--- config.mk ---
export PLATFORM = sky130hd
export DESIGN_NAME = owf_formatter
export DESIGN_NICKNAME = d
export VERILOG_FILES = /design/src/verilog/owf_pkg.sv /design/src/verilog/owf_formatter.sv
export SDC_FILE = /design/constraint.sdc
export NUM_CORES = 1
export LEC_CHECK = 0
export BUFFER_PORTS_ARGS = -buffer_cell sky130_fd_sc_hd__buf_2
export CAP_MARGIN = 30
export CORE_MARGIN = 2
export CORE_UTILIZATION = 33
export CTS_BUF_LIST = sky130_fd_sc_hd__clkbuf_8
export DETAILED_ROUTE_END_ITERATION = 12
export PLACE_DENSITY_LB_ADDON = 0.08
export SLEW_MARGIN = 25
export SYNTH_ARGS = -nofsm -noshare
export SYNTH_HDL_FRONTEND = slang
export SYNTH_SLANG_ARGS = --single-unit
--- constraint.sdc ---
create_clock -name clock -period 4.04 [get_ports clock]
set_input_delay 0.404 -clock clock [delete_from_list [all_inputs] [get_ports clock]]
set_output_delay 0.404 -clock clock [all_outputs]
set_load 0.01 [all_outputs]
--- src/verilog/owf_pkg.sv ---
// Package: register map, field layout and types of the output word formatter
`default_nettype none
package owf_pkg;
    // ============================================================
    // Register offsets
    localparam logic [7:0] OWF_ADDR_WRITE_PROTOCOL = 8'h08;
    localparam logic [7:0] OWF_ADDR_FORMAT_CONTROL = 8'h10;
    localparam logic [7:0] OWF_ADDR_PATTERN_LOW = 8'h14;
    localparam logic [7:0] OWF_ADDR_PATTERN_MIDDLE = 8'h15;
    localparam logic [7:0] OWF_ADDR_PATTERN_HIGH = 8'h16;

    // ============================================================
    // Field positions of the format control register
    localparam int OWF_SOURCE_BIT = 0;
    localparam int OWF_PARITY_EN_BIT = 1;
    localparam int OWF_SPAN_LSB = 2;

    // ============================================================
    // Reset values
    localparam logic [7:0] OWF_RESET_BYTE = 8'h00;
    localparam logic [1:0] OWF_RESET_SPAN = 2'h0;
    localparam logic [1:0] OWF_RESET_PROTOCOL = 2'h0;
    localparam logic [3:0] OWF_RESET_NIBBLE = 4'h0;

    // ============================================================
    // Widths and buffer depth
    localparam int OWF_PAYLOAD_W = 20;
    localparam int OWF_WORD_W = 22;
    localparam int OWF_FIFO_DEPTH = 32;
    localparam int OWF_SPAN_STEP = 4;

    // ============================================================
    // Types
    typedef struct packed {
        logic [1:0] short_parity_span;
        logic parity_append_enable;
        logic payload_source_select;
    } owf_control_t;

    typedef struct packed {
        logic [19:0] payload;
        logic full_parity_bit;
        logic short_parity_bit;
    } owf_word_t;
endpackage : owf_pkg
`default_nettype wire
--- src/verilog/owf_formatter.sv ---
// Output word formatter: register bank, word formatting and output FIFO
//
// Contract
// RULE1 - Each output word is 22 bits: 20 payload bits over two parity bits.
// RULE2 - Parity appending off: both low word bits are zero.
// RULE3 - Parity on: bit one is even parity over all twenty payload bits.
// RULE4 - Parity on: bit zero is even parity over leading payload bits only.
// RULE5 - Span field 00/01/10/11 selects 4/8/12/16 leading payload bits for bit zero.
// RULE6 - Source select clear routes conversion result, set routes the fixed pattern.
// RULE7 - Pattern low byte register holds pattern bits 7..0, read/write.
// RULE8 - Pattern middle byte register holds pattern bits 15..8, read/write.
// RULE9 - Pattern high register holds pattern bits 19..16 in bits 3..0.
// RULE10 - Reserved upper bits of control and pattern high registers read zero.
// RULE11 - Reset clears format control: conversion data, no parity, span four.
// RULE12 - Host writes the registers; write protocol select holds clock polarity/phase.
// RULE13 - Fixed pattern is high nibble, middle byte, low byte, high nibble first.
`timescale 1ns/1ps
`default_nettype none

// ============================================================
// Output FIFO with registered output stage
module owf_fifo #(
    parameter int WIDTH = 22,
    parameter int DEPTH = 32
) (
    // Clock and reset
    input wire logic clock,
    input wire logic reset,
    // Fill side
    input wire logic in_valid,
    input wire logic [WIDTH-1:0] in_data,
    output logic in_ready,
    // Drain side
    output logic out_valid,
    output logic [WIDTH-1:0] out_data,
    input wire logic out_ready
);
    localparam int AW = $clog2(DEPTH);

    logic [WIDTH-1:0] mem_r [DEPTH];
    logic [AW-1:0] wr_ptr_r;
    logic [AW-1:0] rd_ptr_r;
    logic [AW:0] count_r;
    logic [AW:0] count_nxt;
    logic in_ready_r;
    logic out_valid_r;
    logic [WIDTH-1:0] out_data_r;
    logic push;
    logic pop;

    assign push = in_valid && in_ready_r;
    // Storage drains into the output stage whenever that stage is free
    assign pop = (count_r != '0) && (!out_valid_r || out_ready);

    always_comb begin
        count_nxt = count_r;
        if (push && !pop) begin
            count_nxt = count_r + (AW+1)'(1);
        end else if (pop && !push) begin
            count_nxt = count_r - (AW+1)'(1);
        end
    end

    always_ff @(posedge clock) begin
        if (push) begin
            mem_r[wr_ptr_r] <= in_data;
        end
    end

    always_ff @(posedge clock or posedge reset) begin
        if (reset) begin
            wr_ptr_r <= '0;
        end else if (push) begin
            wr_ptr_r <= wr_ptr_r + AW'(1);
        end
    end

    always_ff @(posedge clock or posedge reset) begin
        if (reset) begin
            rd_ptr_r <= '0;
        end else if (pop) begin
            rd_ptr_r <= rd_ptr_r + AW'(1);
        end
    end

    // Ready comes from the next count, so the fill side sees no combinational path
    always_ff @(posedge clock or posedge reset) begin
        if (reset) begin
            count_r <= '0;
            in_ready_r <= 1'b0;
        end else begin
            count_r <= count_nxt;
            in_ready_r <= (count_nxt != (AW+1)'(DEPTH));
        end
    end

    always_ff @(posedge clock or posedge reset) begin
        if (reset) begin
            out_valid_r <= 1'b0;
            out_data_r <= '0;
        end else if (pop) begin
            out_valid_r <= 1'b1;
            out_data_r <= mem_r[rd_ptr_r];
        end else if (out_ready) begin
            out_valid_r <= 1'b0;
        end
    end

    assign in_ready = in_ready_r;
    assign out_valid = out_valid_r;
    assign out_data = out_data_r;
endmodule : owf_fifo

// ============================================================
// Top: register bank and formatter
module owf_formatter (
    // Clock and reset
    input wire logic clock,
    input wire logic reset,
    // Register port
    input wire logic reg_write,
    input wire logic reg_read,
    input wire logic [7:0] reg_addr,
    input wire logic [7:0] reg_wdata,
    output logic [7:0] reg_rdata,
    // Conversion results
    input wire logic conv_valid,
    input wire logic [19:0] conv_data,
    output logic conv_ready,
    // Formatted output words
    output logic word_valid,
    output owf_pkg::owf_word_t word_data,
    input wire logic word_ready,
    // Configuration seen by the serial link
    output logic [1:0] write_protocol_select
);
    owf_pkg::owf_control_t control_r;
    logic wr_control;
    logic wr_pattern_low;
    logic wr_pattern_middle;
    logic wr_pattern_high;
    logic wr_protocol;
    logic [7:0] pattern_low_value_r;
    logic [7:0] pattern_middle_value_r;
    logic [3:0] pattern_high_value_r;
    logic [1:0] write_protocol_r;
    logic [7:0] rdata_r;
    logic [7:0] rdata_nxt;
    logic [19:0] fixed_test_pattern;
    owf_pkg::owf_word_t word_nxt;
    logic [19:0] span_mask;
    logic fifo_in_ready;
    logic fifo_out_valid;
    owf_pkg::owf_word_t fifo_out_data;

    // ============================================================
    // Register write decode, one strobe per register
    always_comb begin
        wr_control = 1'b0;
        wr_pattern_low = 1'b0;
        wr_pattern_middle = 1'b0;
        wr_pattern_high = 1'b0;
        wr_protocol = 1'b0;
        if (reg_write) begin
            unique case (reg_addr)
                owf_pkg::OWF_ADDR_FORMAT_CONTROL: wr_control = 1'b1;
                owf_pkg::OWF_ADDR_PATTERN_LOW: wr_pattern_low = 1'b1;
                owf_pkg::OWF_ADDR_PATTERN_MIDDLE: wr_pattern_middle = 1'b1;
                owf_pkg::OWF_ADDR_PATTERN_HIGH: wr_pattern_high = 1'b1;
                owf_pkg::OWF_ADDR_WRITE_PROTOCOL: wr_protocol = 1'b1;
                default: begin
                end
            endcase
        end
    end

    // ============================================================
    // Register storage, one process per register
    always_ff @(posedge clock or posedge reset) begin
        if (reset) begin
            control_r.short_parity_span <= owf_pkg::OWF_RESET_SPAN; // RULE11
            control_r.parity_append_enable <= 1'b0;
            control_r.payload_source_select <= 1'b0;
        end else if (wr_control) begin
            control_r.payload_source_select <= reg_wdata[owf_pkg::OWF_SOURCE_BIT];
            control_r.parity_append_enable <= reg_wdata[owf_pkg::OWF_PARITY_EN_BIT];
            control_r.short_parity_span <= reg_wdata[owf_pkg::OWF_SPAN_LSB +: 2];
        end
    end

    always_ff @(posedge clock or posedge reset) begin
        if (reset) begin
            pattern_low_value_r <= owf_pkg::OWF_RESET_BYTE;
        end else if (wr_pattern_low) begin
            pattern_low_value_r <= reg_wdata; // RULE7
        end
    end

    always_ff @(posedge clock or posedge reset) begin
        if (reset) begin
            pattern_middle_value_r <= owf_pkg::OWF_RESET_BYTE;
        end else if (wr_pattern_middle) begin
            pattern_middle_value_r <= reg_wdata; // RULE8
        end
    end

    // Only the low nibble is stored; the upper bits cannot hold a stale write
    always_ff @(posedge clock or posedge reset) begin
        if (reset) begin
            pattern_high_value_r <= owf_pkg::OWF_RESET_NIBBLE;
        end else if (wr_pattern_high) begin
            pattern_high_value_r <= reg_wdata[3:0]; // RULE9
        end
    end

    always_ff @(posedge clock or posedge reset) begin
        if (reset) begin
            write_protocol_r <= owf_pkg::OWF_RESET_PROTOCOL;
        end else if (wr_protocol) begin
            write_protocol_r <= reg_wdata[1:0]; // RULE12
        end
    end

    // ============================================================
    // Register reads, unused bits and unmapped offsets return zero
    always_comb begin
        rdata_nxt = 8'h00;
        unique case (reg_addr)
            owf_pkg::OWF_ADDR_FORMAT_CONTROL: begin
                rdata_nxt[owf_pkg::OWF_SOURCE_BIT] = control_r.payload_source_select;
                rdata_nxt[owf_pkg::OWF_PARITY_EN_BIT] = control_r.parity_append_enable;
                rdata_nxt[owf_pkg::OWF_SPAN_LSB +: 2] = control_r.short_parity_span; // RULE10
            end
            owf_pkg::OWF_ADDR_PATTERN_LOW: begin
                rdata_nxt = pattern_low_value_r;
            end
            owf_pkg::OWF_ADDR_PATTERN_MIDDLE: begin
                rdata_nxt = pattern_middle_value_r;
            end
            owf_pkg::OWF_ADDR_PATTERN_HIGH: begin
                rdata_nxt = {4'h0, pattern_high_value_r}; // RULE10
            end
            owf_pkg::OWF_ADDR_WRITE_PROTOCOL: begin
                rdata_nxt = {6'h00, write_protocol_r};
            end
            default: begin
            end
        endcase
    end

    // Data held after the read so the port never glitches between reads
    always_ff @(posedge clock or posedge reset) begin
        if (reset) begin
            rdata_r <= 8'h00;
        end else if (reg_read) begin
            rdata_r <= rdata_nxt;
        end
    end

    // ============================================================
    // Word formatting
    assign fixed_test_pattern = {pattern_high_value_r, pattern_middle_value_r,
                                 pattern_low_value_r}; // RULE13

    always_comb begin
        span_mask = '0;
        for (int i = 0; i < owf_pkg::OWF_PAYLOAD_W; i++) begin
            // Span covers the top 4 * (field + 1) payload bits
            if (i >= owf_pkg::OWF_PAYLOAD_W - owf_pkg::OWF_SPAN_STEP *
                     (int'(control_r.short_parity_span) + 1)) begin // RULE5
                span_mask[i] = 1'b1;
            end
        end
    end

    always_comb begin
        word_nxt.payload = control_r.payload_source_select ?
                           fixed_test_pattern : conv_data; // RULE6
        word_nxt.full_parity_bit = 1'b0; // RULE2
        word_nxt.short_parity_bit = 1'b0; // RULE2
        if (control_r.parity_append_enable) begin
            word_nxt.full_parity_bit = ^word_nxt.payload; // RULE3
            word_nxt.short_parity_bit = ^(word_nxt.payload & span_mask); // RULE4
        end
    end

    // Format is taken at push; later control writes do not touch buffered words
    owf_fifo #(
        .WIDTH(owf_pkg::OWF_WORD_W),
        .DEPTH(owf_pkg::OWF_FIFO_DEPTH)
    ) u_fifo (
        .clock(clock),
        .reset(reset),
        .in_valid(conv_valid),
        .in_data(word_nxt), // RULE1
        .in_ready(fifo_in_ready),
        .out_valid(fifo_out_valid),
        .out_data(fifo_out_data),
        .out_ready(word_ready)
    );

    assign conv_ready = fifo_in_ready;
    assign word_valid = fifo_out_valid;
    assign word_data = fifo_out_data;
    assign reg_rdata = rdata_r;
    assign write_protocol_select = write_protocol_r;
endmodule : owf_formatter
`default_nettype wire

# After elaboration in Yosys (flattened, before gate mapping)
# Memory sizes are Yosys's and may differ from the RTL's. A register that Yosys moved wholly into a read port is not among the register bits.
# Cells that the tools add are included.
dict set report totals {
  latchBits 0
  register_bits 52
  ram_bits 704
  romBits 0
  mem_count 1
  out_inout_bits 34
  inputBits 42
}
# name words word_bits rd rd_clocked_by_memory_dff write_ports line_no
set mem_list {}
lappend mem_list {u_fifo.mem_r 32 22 1 1 1 owf_formatter.sv:40} ;# logic [WIDTH-1:0] mem_r [DEPTH];
dict set report classes {
  n_reduce_logical 12
  shift 0
  magnitude_cmp 20
  n_addsub 6
  mux 40
  div_mod_pow 0
  n_mul 0
  bitwise_logic 1
  eq_ne 6
}
# op count
set op_table {}
lappend op_table {{$ge 5x6->1 const A} 8}
lappend op_table {{$reduce_xor 20->1} 2}
lappend op_table {{$mux 1} 34}
lappend op_table {{$eq 8x5->1 const B} 4}
lappend op_table {{$ge 4x6->1 const A} 4}
lappend op_table {{$ge 6x6->1 const A} 4}
lappend op_table {{$and 20x20->20} 1}
lappend op_table {{$mux 20} 1}
lappend op_table {{$pmux 4 s5} 1}
lappend op_table {{$ge 3x6->1 const A} 2}
lappend op_table {{$mux 6} 2}
lappend op_table {{$add 5x1->5 const B} 2}
lappend op_table {{$eq 8x4->1 const B} 1}
lappend op_table {{$pmux 4 s2} 1}
lappend op_table {{$add 6x1->6 const B} 1}
lappend op_table {{$ge 1x6->1 const A} 1}
lappend op_table {{$ge 2x6->1 const A} 1}
lappend op_table {{$ne 6x6->1 const B} 1}
lappend op_table {{$reduce_bool 6->1} 1}
lappend op_table {{$sub 5x5->6 const A} 1}
lappend op_table {{$sub 6x1->6 const B} 1}
lappend op_table {{$logic_and 1x1->1} 4}
lappend op_table {{$add 2x1->3 const B} 1}
lappend op_table {{$logic_not 1->1} 3}
lappend op_table {{3 further kinds} 3}

# Longest topological paths before layout
dict set report logic_depth {
  depth_word 7
  mapped_depth 10
  ltp_nobuf 9
}

# Cells and area by module
# From an unflattened synthesis, not the netlist that was laid out.
dict set report hier_totals {
  hier_cells 1484
  hier_area_um2 30933.4
}
# mod seq_area_each_um2 n_inst area_each_um2 cells_each
set by_module_without_submodules {}
lappend by_module_without_submodules {owf_fifo 22141.2 1 28571.2 1265}
lappend by_module_without_submodules {owf_formatter 850.8 1 2362.3 219}

# Worst setup path before layout
# OpenSTA, ideal clock, no wires.
dict set report synth_timing {
  path_type {register to register}
  startpoint {register control_r[0] (netlist bit)}
  endpoint {memory u_fifo.mem_r[0][0], data pin}
  path_stages_with_launch 8
  t_required_ps 3756
  t_arrival_ps 2648
  setup_ps 284
  period_less_slack_ps 2932
  path_buffers 1
  slack_ps 1108
  cell_sequence {dfrtp_1 > buf_6 > mux2_2 > xor3_1 > a211o_1 > and3_4 > o21ai_0 > and3b_1}
}
dict set report synth_between {
  elab_chain_len 4
}
# element line_no
set synth_lines {}
lappend synth_lines {{from (decl)} owf_formatter.sv:137} ;# owf_pkg::owf_control_t control_r;
lappend synth_lines {{$mux 20} owf_formatter.sv:277} ;# word_nxt.payload = control_r.payload_source_select ?
lappend synth_lines {{net u_fifo.in_data[9]} owf_formatter.sv:31} ;# input wire logic [WIDTH-1:0] in_data,
lappend synth_lines {{$and 20x20->20} owf_formatter.sv:283} ;# word_nxt.short_parity_bit = ^(word_nxt.payload & span_mask);
lappend synth_lines {{$reduce_xor 20->1} owf_formatter.sv:283}
lappend synth_lines {{$mux 2} owf_formatter.sv:281} ;# if (control_r.parity_append_enable) begin
lappend synth_lines {{net u_fifo.in_data[0]} owf_formatter.sv:31}
lappend synth_lines {{to (decl)} owf_formatter.sv:40}
# The timed path passes the listed nets, and every way through them passes these cells.

# Worst setup path after layout
dict set report layout_timing {
  startpoint {register control_r[0] (netlist bit)}
  endpoint {memory u_fifo.mem_r[23][0], data pin}
}
dict set report layout_between {
  elab_chain_len 4
}
# element line_no
set layout_lines {}
lappend layout_lines {{$mux 20} owf_formatter.sv:277}
lappend layout_lines {{$and 20x20->20} owf_formatter.sv:283}
lappend layout_lines {{$reduce_xor 20->1} owf_formatter.sv:283}
lappend layout_lines {{$mux 2} owf_formatter.sv:281}
lappend layout_lines {{net u_fifo.in_data[0]} owf_formatter.sv:31}
# The timed path passes the listed nets, and every way through them passes these cells.

==> flow_summary.json <==
{
  "outcome": "finished, final reports clean",
  "power.switching_w": 0.007219,
  "power_frac_clock_pct": 28.1,
  "post-route-period-util_pct": 85.67,
  "critPathLaunchType": "flop",
  "wl_um": 83800,
  "endpoint_kind": "flop",
  "ios": 76,
  "antenna_found_initial": 2,
  "skew_ps": 38.51,
  "clk_latency_ps": 770,
  "clock_path_buffers": 3,
  "path_max_fanout": 25,
  "switching_share_pct": 31.29,
  "cp_common_cell": "mux2i_1",
  "drc_errors": 0,
  "gp_congestion": 0.7702,
  "grt_usage_pct": 17.76,
  "path_cells": "buf_4 > mux2i_1 > xnor2_1 > xnor3_1 > mux2i_1 > and3_4 > nor3_2 > and3b_1 > buf_6",
  "maxSlewHeadroom_pct": 44.28,
  "syn_area_per_cell_um2": 20.77,
  "htree_levels": 4,
  "cts_tree": "yes",
  "cts_root_buffer": "clkbuf_8",
  "postCtsResizedCells": 0,
  "p_comb_share_pct": 28.8,
  "die-width_um": 309.5,
  "via_per_inst": 5.017,
  "cpPeakStageDelay_ps": 740,
  "num_vias": 15450,
  "dr.pass1.iters": 4,
  "design_area_um2": 35860,
  "fillers": 8486,
  "clk_pin_slew_ps": 60,
  "syn_inst": 1483,
  "synthesis.nets": 1538,
  "grt_pass1_vias": 16500,
  "p_int_w": 0.01585,
  "tightest_slew_ps": 835.8,
  "drv_cap": 0,
  "drt_iter0_drc": 1074,
  "portBuffers": 75,
  "max_freq_mhz": 288.9,
  "nets": 1778,
  "grt_pass1_wl_um": 119200,
  "required_ps": 4620,
  "layout_common_cells": "edfxtp_1, mux4_2, clkbuf_8",
  "register_area_um2": 23000,
  "hpwl_um": 47300,
  "peakVddDrop_mv": 0.5509,
  "clkSinkCount": 778,
  "crit_family": "simple AND/OR/NAND/NOR gates",
  "syn2layout_area_growth_pct": 16.43,
  "cp_data_arrival_time_ps": 4040,
  "leakagePower_nw": 12.11,
  "p_per_area_nw_per_um2": 643.4,
  "critPathKind": "reg -> reg",
  "globalRouteOverflowTotal": 0,
  "ys.flop_type": "edfxtp_1",
  "grt_max_degree": 78,
  "seqPwrFrac_pct": 43.0,
  "slew_viol_final": 0,
  "synth-edff-count": 704,
  "finalHoldViolCount": 0,
  "yosysSeqAreaShare_pct": 74.65,
  "setup-tns-final_ps": 0,
  "ys_ff_latch": 778,
  "synth_warnings": 0,
  "rrSetupSlack_ps": 580,
  "num_rows": 112,
  "fin_crit_ps": 3461,
  "syn_area_um2": 30800,
  "numCtsBuffers": 138,
  "core_um2": 92910,
  "routedWlPerCell_um": 27.22,
  "critPathSlowestCell": "dfrtp_1",
  "layout-drive-gt1-share_pct": 34.72,
  "drtAntennaViolNets": 0,
  "async_flop_share_pct": 9.512,
  "place_area_um2": 33320,
  "start_util_pct": 33.15,
  "multi_input_area_um2": 7512,
  "die-area_um2": 95790,
  "ys_types": 53,
  "cp.buffers_inverters": 2,
  "die_height_um": 309.5,
  "rsz0062_at_grt": "false",
  "layout_commonest_cell": "edfxtp_1",
  "setup_violations": 0,
  "hold_class": "in -> reg"
}
## per-stage QoR
stage | total power, W | util (%) | setup WS, ps | hold WS, ps | std cells
after floorplan | 0.01435 | - | 1108 | 457.7 | 1483
after detailed placement | 0.01696 | 35.86 | 578.4 | 465.3 | 2825
final | 0.02307 | 38.60 | 579.0 | 220.4 | 3079
after CTS | 0.02358 | 38.59 | 554.5 | 141.4 | 3077
after global placement | 0.01682 | 35.79 | 303.1 | 460.5 | 2822
after global routing | 0.02427 | 38.59 | 388.1 | 215.3 | 3078
## cells in the mapped netlist (13+ instances only)
master    count  area [um2]
o22ai_1      26       162.7
inv_1        14       52.55
ha_1         13       162.7
mux2_2       84       945.9
buf_2        24       120.1
dfrtp_1      74        1852
nand2_1      45       168.9
a21oi_1      17       85.08
xnor2_1      20       175.2
nor2_1       54       202.7
edfxtp_1    704       21140
o21ai_0      28       140.1
clkbuf_1     39       146.4
a221o_1      22       220.2
mux2i_1      56       560.5
nor3_1       13       65.06
mux4_2      176        3964
## cell families after synthesis
group / after synthesis / share of synthesized area [%]
and+or+nand+nor: 146 / 2.210
adders and majority gates: 13 / 0.5281
DFF: 778 / 74.65
xor gates and xnor gates: 29 / 1.056
buffers and inverters: 89 / 1.304
AOI/OAI and AO/OA: 111 / 2.438
muxes: 317 / 17.81
## state kept, by name, indices dropped and copies added (netlist names)
register / flops
u_fifo.rd_ptr_r: 5
u_fifo.out_data: 22
control_r: 4
u_fifo.count_r: 6
u_fifo.in_ready: 1
u_fifo.out_valid: 1
u_fifo.wr_ptr_r: 5
pattern_middle_value_r: 8
u_fifo.mem_r: 704
pattern_high_value_r: 4
reg_rdata: 8
pattern_low_value_r: 8
write_protocol_select: 2
## layer usage
layer	wire [um]	track usage, %	up-vias
met1	37860	24.18	8327
li1	-	-	6610
met3	3254	2.958	132
met5	0	0	-
met2	40440	28.78	377
met4	2242	6.345	0
## power by group through the flow
stage / sequential (W) / clock [W] / combinational (W)
finish: 0.00992 / 0.00649 / 0.00665
global route: 0.0100 / 0.00710 / 0.00717
CTS: 0.00994 / 0.00676 / 0.00688
detailed placement: 0.0101 / 0 / 0.00686
global placement: 0.0101 / 0 / 0.00674
floorplan: 0.00982 / 0 / 0.00453
## area by class of cell
type	instances	area share [%]
sequential	778	64.15
multi-input combinational	616	20.95
clock buffer	141	5.412
antenna	2	0.01396
timing repair buffer	175	3.625
tap	1254	4.375
clock inverter	99	1.326
inverter	14	0.1500
## timing repair
action,4_1_cts,5_1_grt
hold buffers,12,0
setup buffers,0,0
endpoints found under the setup margin,0,0
endpoints found under the hold margin,70,0
## final timing paths
kind                                      from                      to  cells past startpoint
min in group asynchronous                reset  pattern_low_value_r[7]                      3
max                               control_r[0]     u_fifo.mem_r[23][0]                      9
max in group asynchronous                reset      u_fifo.rd_ptr_r[2]                      4
min reg2reg                u_fifo.out_data[20]     u_fifo.out_data[20]                      2
max reg2reg                       control_r[0]     u_fifo.mem_r[23][0]                      9
min                                reg_addr[1]            reg_rdata[2]                      4
## worst register-to-register path, cell delays in order, from the launching register on
cell     delay (ps)
dfrtp_1         740
buf_4           330
mux2i_1         350
xnor2_1         210
xnor3_1         460
mux2i_1         190
and3_4          220
nor3_2           40
and3b_1         490
buf_6           270
Power figures use the tool's default switching activity.
